$ cat config.mk
export PLATFORM = sky130hd
export DESIGN_NAME = dpll_phase_detect_lock_monitor
export DESIGN_NICKNAME = d
export VERILOG_FILES = /design/src/hdl/dpll_lock_pkg.sv /design/src/hdl/dpll_phase_detect_lock_monitor.sv
export VERILOG_INCLUDE_DIRS = /design/src /design/src/hdl
export SDC_FILE = /design/constraint.sdc
export NUM_CORES = 1
export LEC_CHECK = 0
export BUFFER_PORTS_ARGS = -buffer_cell sky130_fd_sc_hd__buf_2
export CORE_ASPECT_RATIO = 1.4
export CORE_MARGIN = 4
export CORE_UTILIZATION = 45
export DETAILED_ROUTE_END_ITERATION = 10
export REMOVE_ABC_BUFFERS = 1
export SLEW_MARGIN = 25
export SYNTH_ARGS = -nofsm -noshare
export SYNTH_HDL_FRONTEND = slang
export SYNTH_SLANG_ARGS = --single-unit
$ cat constraint.sdc
create_clock -name pclk -period 6.1 [get_ports pclk]
set_clock_uncertainty 0.1 [all_clocks]
set_input_delay 0.61 -clock pclk [delete_from_list [all_inputs] [get_ports pclk]]
set_output_delay 0.61 -clock pclk [all_outputs]
set_load 0.01 [all_outputs]
$ cat src/hdl/dpll_lock_map.svh
// Register offsets, reset values and timing constants of the lock monitor
`ifndef DPLL_LOCK_MAP_SVH
`define DPLL_LOCK_MAP_SVH
`define OFS_LC2     8'h00
`define OFS_ABW     8'h04
`define OFS_LBW     8'h08
`define OFS_PL1     8'h0C
`define OFS_PL2     8'h10
`define OFS_FL1     8'h14
`define OFS_FL2     8'h18
`define OFS_FL3     8'h1C
`define OFS_TC1     8'h20
`define OFS_MC9     8'h24
`define OFS_REFC    8'h28
`define OFS_OPST    8'h2C
`define OFS_MS2     8'h30
`define OFS_FR1     8'h34
`define OFS_FR2     8'h38
`define OFS_FR3     8'h3C
`define OFS_PR1     8'h40
`define OFS_PR2     8'h44
`define RST_DAMPING_SELECT    3'h3
`define RST_EL_EN   1'h1
`define RST_EL_GAIN 3'h2
`define RST_ABW     3'h6
`define RST_LBW     3'h2
`define RST_FINE    8'h20
`define RST_COARSE  13'h000A
`define COARSE_MIN  13'h000A
`define BW_MAX      3'h6
`define PH_SHIFT    4
`define CLK_HZ      125000000
`define LOCK_HOLD_S 2
`endif

$ cat src/hdl/dpll_lock_pkg.sv
// Types shared by the lock monitor
package dpll_lock_pkg;
	typedef enum logic {ST_LOSS, ST_LOCKED} lock_state_t;
endpackage

$ cat src/hdl/dpll_phase_detect_lock_monitor.sv
// Phase detectors, damping selection, loss-of-lock detection and readout of the main loop
// Notes on behaviour
// - Damping code 1..5 maps to 1.2..20, capped at 5 for 18Hz, 10 for 35Hz.
// - Detectors work for reference clocks up to 77.76MHz; here the 125MHz edge sampling limits them to 31.25MHz.
// - Multicycle detector keeps phase differences up to 8191 unit intervals.
// - References of 8kHz or below always use the plain phase/frequency detectors.
// - Two capture modes: full 360 degree locking and nearest-edge 180 degree locking.
// - Nearest-edge locking starts by itself when multicycle is off and lock is reached.
// - Force-full-capture bit inhibits nearest-edge locking.
// - Early/late detector enable and gain live in loop control two, safe defaults.
// - Multicycle runs only when enabled; range 10 to 8191 from coarse field.
// - Multicycle is switched off for 8k/4k/2k direct locking or eight-kHz lock mode.
// - Loop-use bit feeds multicycle into the loop; tracking continues regardless.
// - Divided reference realigns to feedback on new reference and after signal loss.
// - Fine lock detector compares phase to fine field while enabled.
// - Coarse detector counts cycle slips against the shared coarse field.
// - Hard frequency limit reached while enabled declares loss-of-lock.
// - Soft frequency limit sets a status bit, never loss-of-lock.
// - Inactivity detector declares loss-of-lock after missing reference cycles.
// - Loss-of-lock moves state at once, sets state-change bit, may request interrupt.
// - Frequency readout over three registers returns the integral path value.
// - Phase readout over two registers returns the filtered detector difference.
// - Bandwidth is one of seven positions from 18Hz to 400Hz.
// - From loss-of-lock, lock held over two seconds returns to locked.
// - Auto bandwidth uses acquisition setting until locked, else locked setting.
//
// Chosen here: the placing of the registers and register access over APB.
`include "dpll_lock_map.svh"
module dpll_phase_detect_lock_monitor #(
	parameter int LOCK_HOLD = `LOCK_HOLD_S * `CLK_HZ
) (
	// Clock and reset
	input  wire logic        pclk,
	input  wire logic        presetn,
	// APB slave
	input  wire logic        psel,
	input  wire logic        penable,
	input  wire logic        pwrite,
	input  wire logic [7:0]  paddr,
	input  wire logic [31:0] pwdata,
	output logic      [31:0] prdata,
	output logic             pready,
	output logic             pslverr,
	// Reference and feedback clocks, reference selection, integral path
	input  wire logic        ref_clk_in,
	input  wire logic        fb_clk_in,
	input  wire logic        ref_sel,
	input  wire logic [23:0] integral_freq,
	// To the loop and its state machine
	output logic             lol,
	output logic             state_locked,
	output logic             nearest_edge,
	output logic             mc_active,
	output logic             mc_in_loop,
	output logic             el_enable,
	output logic [2:0]       el_gain,
	output logic [2:0]       active_bw,
	output logic [2:0]       damping_code,
	output logic             realign,
	output logic             irq
);

	// ****************************************
	// Registers
	// ****************************************
	logic [7:0]  lc2_q;
	logic [2:0]  abw_q, lbw_q;
	logic        fine_en_q, inact_en_q, mc_en_q, use_q, coarse_en_q;
	logic [7:0]  fine_rng_q;
	logic [12:0] coarse_q;
	logic [15:0] fl1_q, soft_q;
	logic [7:0]  fl2_q;
	logic        hard_en_q, full_q, auto_q, k8_q, low_rate_q, div_q, irq_en_q, chg_q;
	logic [23:0] frd_q;
	logic [15:0] prd_q;
	logic        wr, rd_setup;
	logic [31:0] rd_d;
	logic        mapped;

	assign wr       = psel & penable & pready & pwrite;
	assign rd_setup = psel & ~penable;

	// Software-written configuration, early/late defaults fit every mode
	always_ff @(posedge pclk or negedge presetn)
	begin
		if (!presetn)
		begin
			lc2_q      <= {`RST_EL_GAIN, `RST_EL_EN, 1'h0, `RST_DAMPING_SELECT};
			abw_q      <= `RST_ABW;
			lbw_q      <= `RST_LBW;
			{fine_en_q, inact_en_q, mc_en_q, use_q, coarse_en_q} <= 5'h00;
			fine_rng_q <= `RST_FINE;
			coarse_q   <= `RST_COARSE;
			fl1_q      <= 16'hFFFF;
			fl2_q      <= 8'h7F;
			soft_q     <= 16'hFFFF;
			{hard_en_q, full_q, auto_q, k8_q, low_rate_q, div_q, irq_en_q} <= 7'h00;
		end
		else if (wr)
		begin
			case (paddr)
				`OFS_LC2:  lc2_q <= pwdata[7:0];
				`OFS_ABW:  abw_q <= pwdata[2:0];
				`OFS_LBW:  lbw_q <= pwdata[2:0];
				`OFS_PL1:  {fine_rng_q, inact_en_q, fine_en_q} <= {pwdata[15:8], pwdata[1:0]};
				`OFS_PL2:  {coarse_q, coarse_en_q, use_q, mc_en_q} <= {pwdata[28:16], pwdata[2:0]};
				`OFS_FL1:  fl1_q <= pwdata[15:0];
				`OFS_FL2:  fl2_q <= pwdata[7:0];
				`OFS_FL3:  {soft_q, hard_en_q} <= {pwdata[23:8], pwdata[0]};
				`OFS_TC1:  full_q <= pwdata[0];
				`OFS_MC9:  {k8_q, auto_q} <= pwdata[1:0];
				`OFS_REFC: {div_q, low_rate_q} <= pwdata[1:0];
				`OFS_MS2:  irq_en_q <= pwdata[8];
				default:   ;
			endcase
		end
	end

	// ****************************************
	// Reference and feedback edges
	// ****************************************
	logic [2:0]  ref_s_q, fb_s_q;
	logic        ref_lvl_q, fb_lvl_q, ref_rise, fb_rise;
	logic [15:0] since_q, period_q;

	// Three-stage pins, an edge counts once stages two and three agree
	always_ff @(posedge pclk or negedge presetn)
	begin
		if (!presetn)
		begin
			ref_s_q   <= 3'h0;
			fb_s_q    <= 3'h0;
			ref_lvl_q <= 1'b0;
			fb_lvl_q  <= 1'b0;
			ref_rise  <= 1'b0;
			fb_rise   <= 1'b0;
		end
		else
		begin
			ref_s_q  <= {ref_s_q[1:0], ref_clk_in};
			fb_s_q   <= {fb_s_q[1:0], fb_clk_in};
			ref_rise <= (ref_s_q[1] == ref_s_q[2]) & ref_s_q[1] & ~ref_lvl_q;
			fb_rise  <= (fb_s_q[1] == fb_s_q[2]) & fb_s_q[1] & ~fb_lvl_q;
			if (ref_s_q[1] == ref_s_q[2])
				ref_lvl_q <= ref_s_q[1];
			if (fb_s_q[1] == fb_s_q[2])
				fb_lvl_q <= fb_s_q[1];
		end
	end

	// Reference period in clock cycles; resolution limits usable rate to a quarter of the 125MHz pclk, 31.25MHz
	always_ff @(posedge pclk or negedge presetn)
	begin
		if (!presetn)
		begin
			since_q  <= 16'h0000;
			period_q <= 16'h0000;
		end
		else if (ref_rise)
		begin
			period_q <= since_q;
			since_q  <= 16'h0000;
		end
		else if (since_q != 16'hFFFF)
			since_q <= since_q + 16'h0001;
	end

	// ****************************************
	// Detectors
	// ****************************************
	logic signed [16:0] ph_d, ph_q, ph_abs;
	logic signed [13:0] slip_q, slip_abs, rng_s;
	logic [12:0] rng;
	logic [23:0] fabs;
	logic        miss, lost_q, sel_q, track, mc_act_d;
	logic        fine_hit, coarse_hit, hard_hit, inact_hit, lol_d;
	logic        soft_q_flag;

	// Nearest-edge folds the phase into half a period, else full-cycle capture
	always_comb
	begin
		ph_d = {1'b0, since_q};
		if (nearest_edge && since_q > (period_q >> 1))
			ph_d = {1'b0, since_q} - {1'b0, period_q};
	end

	always_ff @(posedge pclk or negedge presetn)
	begin
		if (!presetn)
			ph_q <= 17'sh00000;
		else if (fb_rise)
			ph_q <= ph_d;
	end

	// Slip range clamped to its lower bound, whole field reused by coarse detector
	assign rng      = (coarse_q < `COARSE_MIN) ? `COARSE_MIN : coarse_q;
	assign rng_s    = {1'b0, rng};
	assign mc_act_d = mc_en_q & ~low_rate_q & ~k8_q;
	assign track    = mc_act_d | coarse_en_q;

	// Multicycle slip counter, saturating at the programmed range
	always_ff @(posedge pclk or negedge presetn)
	begin
		if (!presetn)
			slip_q <= 14'sh0000;
		else if (!track || realign)
			slip_q <= 14'sh0000;
		else if (ref_rise && !fb_rise && slip_q < rng_s)
			slip_q <= slip_q + 14'sh0001;
		else if (fb_rise && !ref_rise && slip_q > -rng_s)
			slip_q <= slip_q - 14'sh0001;
	end

	assign ph_abs   = ph_q[16] ? -ph_q : ph_q;
	assign slip_abs = slip_q[13] ? -slip_q : slip_q;
	assign fabs     = integral_freq[23] ? (24'h000000 - integral_freq) : integral_freq;
	assign miss     = (period_q != 16'h0000) && ({1'b0, since_q} > {period_q, 1'b0});

	assign fine_hit   = fine_en_q & (ph_abs > $signed({9'h000, fine_rng_q}));
	assign coarse_hit = coarse_en_q & (slip_abs >= rng_s);
	assign hard_hit   = hard_en_q & (fabs >= {fl2_q, fl1_q});
	assign inact_hit  = inact_en_q & miss;
	assign lol_d      = fine_hit | coarse_hit | hard_hit | inact_hit;

	// ****************************************
	// Lock state and loop controls
	// ****************************************
	dpll_lock_pkg::lock_state_t state_q, state_d;
	logic [27:0] hold_q;

	function automatic logic [2:0] bw_clamp(input logic [2:0] bw);
		bw_clamp = (bw > `BW_MAX) ? `BW_MAX : bw;
	endfunction

	// Index 0 is 18Hz, 1 is 35Hz, 2 to 6 span 70Hz to 400Hz
	function automatic logic [2:0] damping_select_map(input logic [2:0] d, input logic [2:0] bw);
		logic [2:0] c;
		c = (d == 3'h0 || d > 3'h5) ? `RST_DAMPING_SELECT : d;
		if (bw == 3'h0 && c > 3'h3)
			c = 3'h3;
		else if (bw == 3'h1 && c > 3'h4)
			c = 3'h4;
		damping_select_map = c;
	endfunction

	always_comb
	begin
		state_d = state_q;
		case (state_q)
			dpll_lock_pkg::ST_LOCKED: if (lol_d) state_d = dpll_lock_pkg::ST_LOSS;
			dpll_lock_pkg::ST_LOSS:   if (hold_q == 28'(LOCK_HOLD)) state_d = dpll_lock_pkg::ST_LOCKED;
			default:                  state_d = dpll_lock_pkg::ST_LOSS;
		endcase
	end

	always_ff @(posedge pclk or negedge presetn)
	begin
		if (!presetn)
		begin
			state_q <= dpll_lock_pkg::ST_LOSS;
			hold_q  <= 28'h0000000;
		end
		else
		begin
			state_q <= state_d;
			if (lol_d || state_q == dpll_lock_pkg::ST_LOCKED)
				hold_q <= 28'h0000000;
			else if (hold_q != 28'(LOCK_HOLD))
				hold_q <= hold_q + 28'h0000001;
		end
	end

	// State-change flag: a new change beats a clear in the same cycle
	always_ff @(posedge pclk or negedge presetn)
	begin
		if (!presetn)
		begin
			chg_q <= 1'b0;
			irq   <= 1'b0;
		end
		else
		begin
			if (state_d != state_q)
				chg_q <= 1'b1;
			else if (wr && paddr == `OFS_MS2 && pwdata[0])
				chg_q <= 1'b0;
			irq <= irq_en_q & chg_q;
		end
	end

	// Loop controls derived from the next state so they move with it
	always_ff @(posedge pclk or negedge presetn)
	begin
		if (!presetn)
		begin
			lol          <= 1'b0;
			nearest_edge <= 1'b0;
			mc_active    <= 1'b0;
			mc_in_loop   <= 1'b0;
			active_bw    <= `RST_LBW;
			damping_code <= `RST_DAMPING_SELECT;
			soft_q_flag  <= 1'b0;
			realign      <= 1'b0;
			lost_q       <= 1'b0;
			sel_q        <= 1'b0;
		end
		else
		begin
			lol          <= lol_d;
			nearest_edge <= ~mc_act_d & ~full_q & ~low_rate_q
				& (state_d == dpll_lock_pkg::ST_LOCKED);
			mc_active    <= mc_act_d;
			mc_in_loop   <= mc_act_d & use_q;
			active_bw    <= (auto_q && state_d != dpll_lock_pkg::ST_LOCKED) ?
				bw_clamp(abw_q) : bw_clamp(lbw_q);
			damping_code <= damping_select_map(lc2_q[2:0], (auto_q && state_d != dpll_lock_pkg::ST_LOCKED) ?
				bw_clamp(abw_q) : bw_clamp(lbw_q));
			soft_q_flag  <= fabs[23:8] >= soft_q;
			lost_q       <= miss;
			sel_q        <= ref_sel;
			realign      <= div_q & ((ref_sel != sel_q) | (lost_q & ~miss));
		end
	end

	assign state_locked = (state_q == dpll_lock_pkg::ST_LOCKED);
	assign el_enable    = lc2_q[4];
	assign el_gain      = lc2_q[7:5];

	// ****************************************
	// Readout and APB answer
	// ****************************************
	logic signed [16:0] filt_q;
	logic signed [17:0] fdiff;

	// First-order average; corner near 100Hz only at the nominal reference rate
	assign fdiff = $signed({ph_q[16], ph_q}) - $signed({filt_q[16], filt_q});
	always_ff @(posedge pclk or negedge presetn)
	begin
		if (!presetn)
			filt_q <= 17'sh00000;
		else if (fb_rise)
			filt_q <= filt_q + 17'(fdiff >>> `PH_SHIFT);
	end

	// Reading the low word freezes the rest so wide values do not tear
	always_ff @(posedge pclk or negedge presetn)
	begin
		if (!presetn)
		begin
			frd_q <= 24'h000000;
			prd_q <= 16'h0000;
		end
		else if (rd_setup && !pwrite)
		begin
			if (paddr == `OFS_FR1)
				frd_q <= integral_freq;
			if (paddr == `OFS_PR1)
				prd_q <= filt_q[15:0];
		end
	end

	always_comb
	begin
		rd_d   = 32'h00000000;
		mapped = 1'b1;
		case (paddr)
			`OFS_LC2:  rd_d = {24'h000000, lc2_q};
			`OFS_ABW:  rd_d = {29'h00000000, abw_q};
			`OFS_LBW:  rd_d = {29'h00000000, lbw_q};
			`OFS_PL1:  rd_d = {16'h0000, fine_rng_q, 6'h00, inact_en_q, fine_en_q};
			`OFS_PL2:  rd_d = {3'h0, coarse_q, 13'h0000, coarse_en_q, use_q, mc_en_q};
			`OFS_FL1:  rd_d = {16'h0000, fl1_q};
			`OFS_FL2:  rd_d = {24'h000000, fl2_q};
			`OFS_FL3:  rd_d = {8'h00, soft_q, 7'h00, hard_en_q};
			`OFS_TC1:  rd_d = {31'h00000000, full_q};
			`OFS_MC9:  rd_d = {30'h00000000, k8_q, auto_q};
			`OFS_REFC: rd_d = {30'h00000000, div_q, low_rate_q};
			`OFS_OPST: rd_d = {27'h0000000, lol, mc_active, nearest_edge, soft_q_flag, state_locked};
			`OFS_MS2:  rd_d = {23'h000000, irq_en_q, 7'h00, chg_q};
			`OFS_FR1:  rd_d = {24'h000000, integral_freq[7:0]};
			`OFS_FR2:  rd_d = {24'h000000, frd_q[15:8]};
			`OFS_FR3:  rd_d = {24'h000000, frd_q[23:16]};
			`OFS_PR1:  rd_d = {24'h000000, filt_q[7:0]};
			`OFS_PR2:  rd_d = {24'h000000, prd_q[15:8]};
			default:   mapped = 1'b0;
		endcase
	end

	// Zero-wait slave: answer prepared in setup, ready in the first access cycle
	always_ff @(posedge pclk or negedge presetn)
	begin
		if (!presetn)
		begin
			pready  <= 1'b0;
			pslverr <= 1'b0;
			prdata  <= 32'h00000000;
		end
		else
		begin
			pready  <= rd_setup;
			pslverr <= rd_setup & ~mapped;
			if (rd_setup)
				prdata <= pwrite ? 32'h00000000 : rd_d;
		end
	end
endmodule // dpll_phase_detect_lock_monitor

==> results.txt <==
The min-delay analysis places its worst path in the category primary input to asynchronous set/reset pin. The worst setup path is of the flop to flop kind. The headroom to the max-slew limit is 29.9%. Once detailed placement completed, the half-perimeter wirelength came to 37.7 mm.

After routing, the total negative slack on setup checks comes to 0 ps. The post-synthesis instance total came out at 1916. STA classifies the critical path endpoint as a flop. The initial utilization of the core area, before any placement, comes to 45.5%. The core region is 0.0403 sq mm.

The area added between synthesis and finish is 12.0%. The leakage power figure came out at 9.36 nW. The net count reported at finish is 2284.

The final number of hold-violating endpoints is 3. The checks that failed: hold timing. The via count of the first global-routing pass came out at 14747. The highest ir drop seen on vdd is 0.278 mV. Internal power comes to 0.00490 W. After synthesis, the cell types taking the most area are sky130_fd_sc_hd__dfrtp_1 (31%), sky130_fd_sc_hd__ha_1 (13%), sky130_fd_sc_hd__dfstp_2 (7.5%), sky130_fd_sc_hd__mux2_2 (6.9%), sky130_fd_sc_hd__xnor2_1 (4.5%). The share of async-settable or async-resettable flops after synthesis came out at 100%. The first-pass GRT wire length is 78.6 mm. The worst reg2reg path endpoint is slip_q[13]. Of all cell types, the one taking the most synthesized area is sky130_fd_sc_hd__dfrtp_1.

The synthesized netlist occupies a cell area of 0.0183 sq mm. The critical path goes through nor4_1 -> and3_1 -> nor2_1 -> ha_1 -> nor2b_1 -> o21a_1 -> o21a_1 -> o21a_1 -> o21a_1 -> o31ai_1 -> a21oi_2 -> ha_1 -> a21o_1 -> a21oi_1 -> nor2b_1 -> nor4_1 -> o31ai_1 -> o41ai_1 -> o21ai_0 -> mux2i_1 -> mux2i_1. For this design, the CTS-stage hold fixing added 0 buffers. For this run, design rule violations remaining after detail routing come to 0. The leading register cell type out of synthesis is sky130_fd_sc_hd__dfrtp_1.

The average detailed-routed wire length per instance is 19.2 um. The maximum number of pins on one net before global-route repair is 179. The initial antenna violation count is 3. TritonCTS built the clock tree. The worst-case hold slack came out at -4.49 ps. For this block, the routed nets add up to 49.6 mm of wire.

The global placer's final weighted congestion is 0.884. The clock edge transition at the registers on the reported setup and hold paths is 60 ps. The required time of the critical path came out at 6490 ps. The number of max-cap violations came out at 0. The flow ran to the end, but the final reports show violations. Setup violations remaining at the end of the flow were counted as 0. The minimum setup slack among reg-to-reg paths came out at 690 ps. The number of filler instances in the final layout is 3726. Setup repair after global routing left no endpoint under its margin. The total CTS buffers is 30. Global routing consumed, over all layers together, 22.2% of the routing resources. The sequential cell area fraction in the yosys report came out at 38.2%. The count of non-filler cells in the finished layout is 2582. Clock tree synthesis found a total of 277 sinks.

The worst-path maximum fanout came out at 6. The slowest stage of the critical path belongs to the cell sky130_fd_sc_hd__nor4_1. The number of core rows is 87. The clock network power share came out at 23.9%. By instance count, the cell type seen most on the critical path is sky130_fd_sc_hd__o21a_1.

The via count came out at 14670. The number of levels the H-tree was split into came out at 1. The total setup buffers inserted after CTS came out at 0. In this run the critical register-to-register path is launched from coarse_q[7]. The sequential share of power came out at 28.2%. The count of yosys warnings during synthesis came out at 0. The max-slew violation count came to 0.

The synthesized design devotes to its leading area cell type 30.7% of total area. Dividing total power by cell area gives a power density of 391 mW/mm^2. The net switching power of the design is 0.00312 W. Counting flops with a built-in enable in the synthesized netlist gives 0. The placed cell count came out at 2526. The final critical-path required period is 5410 ps. The clock tree buffer depth came out at 3. The die span in y came out at 247 um. The number of gates resized after CTS is 0.

The share of post-route cells with drive strength above 1 is 18.2%. The violation count after the first detailed-route iteration is 870. Summing all multi-input logic gate instances after layout gives 0.0107 sq mm.

The first detailed-routing pass took 5 iterations. The final worst-path cycle share came out at 88.7%. For this run the aggregate overflow at the end of global routing stands at 0. The count of different cell masters after synthesis is 72. The average cell area after synthesis is 9.56 sq um.

The arrival time at the worst endpoint is 5800 ps. The library cell used as clock root buffer is sky130_fd_sc_hd__clkbuf_16. The routed via count divided by cell count is 5.68. The width of the die came out at 178 um.

The total power of the final layout is 0.00802 W. The cell count of the worst reg-to-reg path came out at 21. The combinational group share of total power came out at 47.9%. The latest clock arrival within the worst-skew pair is 570 ps. The number of ports placed on the die boundary is 123. Net switching is 38.9% of the power. In this run, synthesis produced a sequential element count of 277.

The register area came out at 0.00700 sq mm. The floorplan die area is 0.0440 sq mm. The residual antenna-violating net count after detailed routing is 0. The total of buffers placed on input and output ports is 116. The slew at the pin closest to its max-slew limit is 1050 ps.

The maximum clock rate is 185 MHz. For this run, the slowest stage of the critical path takes 580 ps. STA classifies the critical path startpoint as a flop.
## worst max-delay path: cells and delay by family (launching register included)
family	cells	cell delay, ps
adder cells (fa/ha/maj)	2	560
AO/OA/AOI/OAI	11	2350
AND/OR/NAND/NOR	6	1470
multiplexers	2	430
flip-flops	1	430
## placed cells by master, fill, tap and decap left out, drive strengths merged, types with 20 or more instances in the layout
master  Yosys  final
dfrtp     225    225
ha        185    185
nand2     161    161
nor2      143    143
buf        12    126
inv       124    125
o21ai     122    122
mux2      117    117
a21oi      98     98
xnor2      94     94
nand3      60     60
dfstp      52     52
nor3       48     48
xor2       37     37
clkbuf     41     37
a21o       33     33
nand4      28     28
o21a       26     26
nor2b      24     24
a22oi      23     23
mux2i      20     20
## cells in the mapped netlist (5+ instances only)
master,number
sky130_fd_sc_hd__a211o_1,5
sky130_fd_sc_hd__a211oi_1,7
sky130_fd_sc_hd__a21boi_0,6
sky130_fd_sc_hd__a21o_1,33
sky130_fd_sc_hd__a21oi_1,97
sky130_fd_sc_hd__a221oi_1,9
sky130_fd_sc_hd__a222oi_1,18
sky130_fd_sc_hd__a22o_1,5
sky130_fd_sc_hd__a22oi_1,23
sky130_fd_sc_hd__a31oi_1,12
sky130_fd_sc_hd__and2_1,12
sky130_fd_sc_hd__and3_1,16
sky130_fd_sc_hd__and4_1,7
sky130_fd_sc_hd__buf_4,6
sky130_fd_sc_hd__clkbuf_1,41
sky130_fd_sc_hd__dfrtp_1,225
sky130_fd_sc_hd__dfstp_2,52
sky130_fd_sc_hd__ha_1,185
sky130_fd_sc_hd__inv_1,124
sky130_fd_sc_hd__mux2_2,113
sky130_fd_sc_hd__mux2i_1,20
sky130_fd_sc_hd__nand2_1,160
sky130_fd_sc_hd__nand2b_1,17
sky130_fd_sc_hd__nand3_1,60
sky130_fd_sc_hd__nand3b_1,6
sky130_fd_sc_hd__nand4_1,28
sky130_fd_sc_hd__nor2_1,143
sky130_fd_sc_hd__nor2b_1,24
sky130_fd_sc_hd__nor3_1,46
sky130_fd_sc_hd__nor4_1,13
sky130_fd_sc_hd__o211ai_1,8
sky130_fd_sc_hd__o21a_1,26
sky130_fd_sc_hd__o21ai_0,121
sky130_fd_sc_hd__o31ai_1,18
sky130_fd_sc_hd__o41ai_1,8
sky130_fd_sc_hd__or2_2,12
sky130_fd_sc_hd__or3_1,12
sky130_fd_sc_hd__xnor2_1,94
sky130_fd_sc_hd__xor2_1,37
## power groups by stage
stage               clock (W)  combinational (W)  sequential (W)
floorplan                   0            0.00302         0.00220
global placement            0            0.00374         0.00229
detailed placement          0            0.00383         0.00229
CTS                   0.00196            0.00386         0.00226
global route          0.00205            0.00434         0.00229
finish                0.00192            0.00384         0.00226
## kinds of logic after synthesis
logic type / Yosys count / synth area share [%]
flops: 277 / 38.2
simple gates: 575 / 15.2
fa+ha+maj: 188 / 13.0
compound gates: 430 / 15.3
mux: 137 / 8.29
other cells: 1 / 0.0205
buf+inv: 177 / 3.77
xor+xnor: 131 / 6.27
## registers in the layout, summed over array words and instances, names as in the netlist, 8 cells and up
| signal | flops |
|---|---|
| fine_rng_q | 8 |
| soft_q | 16 |
| prdata | 29 |
| lc2_q | 8 |
| hold_q | 28 |
| ph_q | 17 |
| slip_q | 14 |
| filt_q | 17 |
| frd_q | 16 |
| period_q | 16 |
| fl1_q | 16 |
| prd_q | 8 |
| fl2_q | 8 |
| since_q | 16 |
| coarse_q | 13 |
## area by class of cell
type | count | share of cell area [%]
inverter | 124 | 2.27
clock buffer | 37 | 4.09
tap | 534 | 3.26
multi-input combinational | 1465 | 52.0
timing repair buffer | 126 | 3.31
clock inverter | 18 | 0.958
sequential | 277 | 34.1
antenna | 1 | 0.0122
## metrics by stage
stage	hold slack [ps]	utilization, %	area, sq um	setup slack, ps
detailed placement	249	48.3	19500	852
CTS	3.83	50.9	20500	715
floorplan	214	-	18100	766
finish	-4.49	50.9	20500	688
global placement	239	48.3	19500	905
global route	30.7	50.9	20500	414
## how the worst max path moves through the flow
stage	startpoint	endpoint	cells after the start
after floorplan	coarse_q[7]	slip_q[12]	22
after global placement	coarse_q[9]	slip_q[13]	21
after detailed placement	coarse_q[9]	slip_q[13]	21
after CTS	coarse_q[9]	slip_q[13]	21
after global routing	coarse_q[7]	slip_q[13]	21
final	coarse_q[7]	slip_q[13]	21
## layer usage
metal	wire (um)	GRT usage, %	up-vias
li1	-	-	7113
met1	20300	27.0	7094
met2	24900	39.5	347
met3	2190	2.92	112
met4	2170	9.28	4
met5	27	0	-
Note: power is estimated with default switching activity, not from simulation.
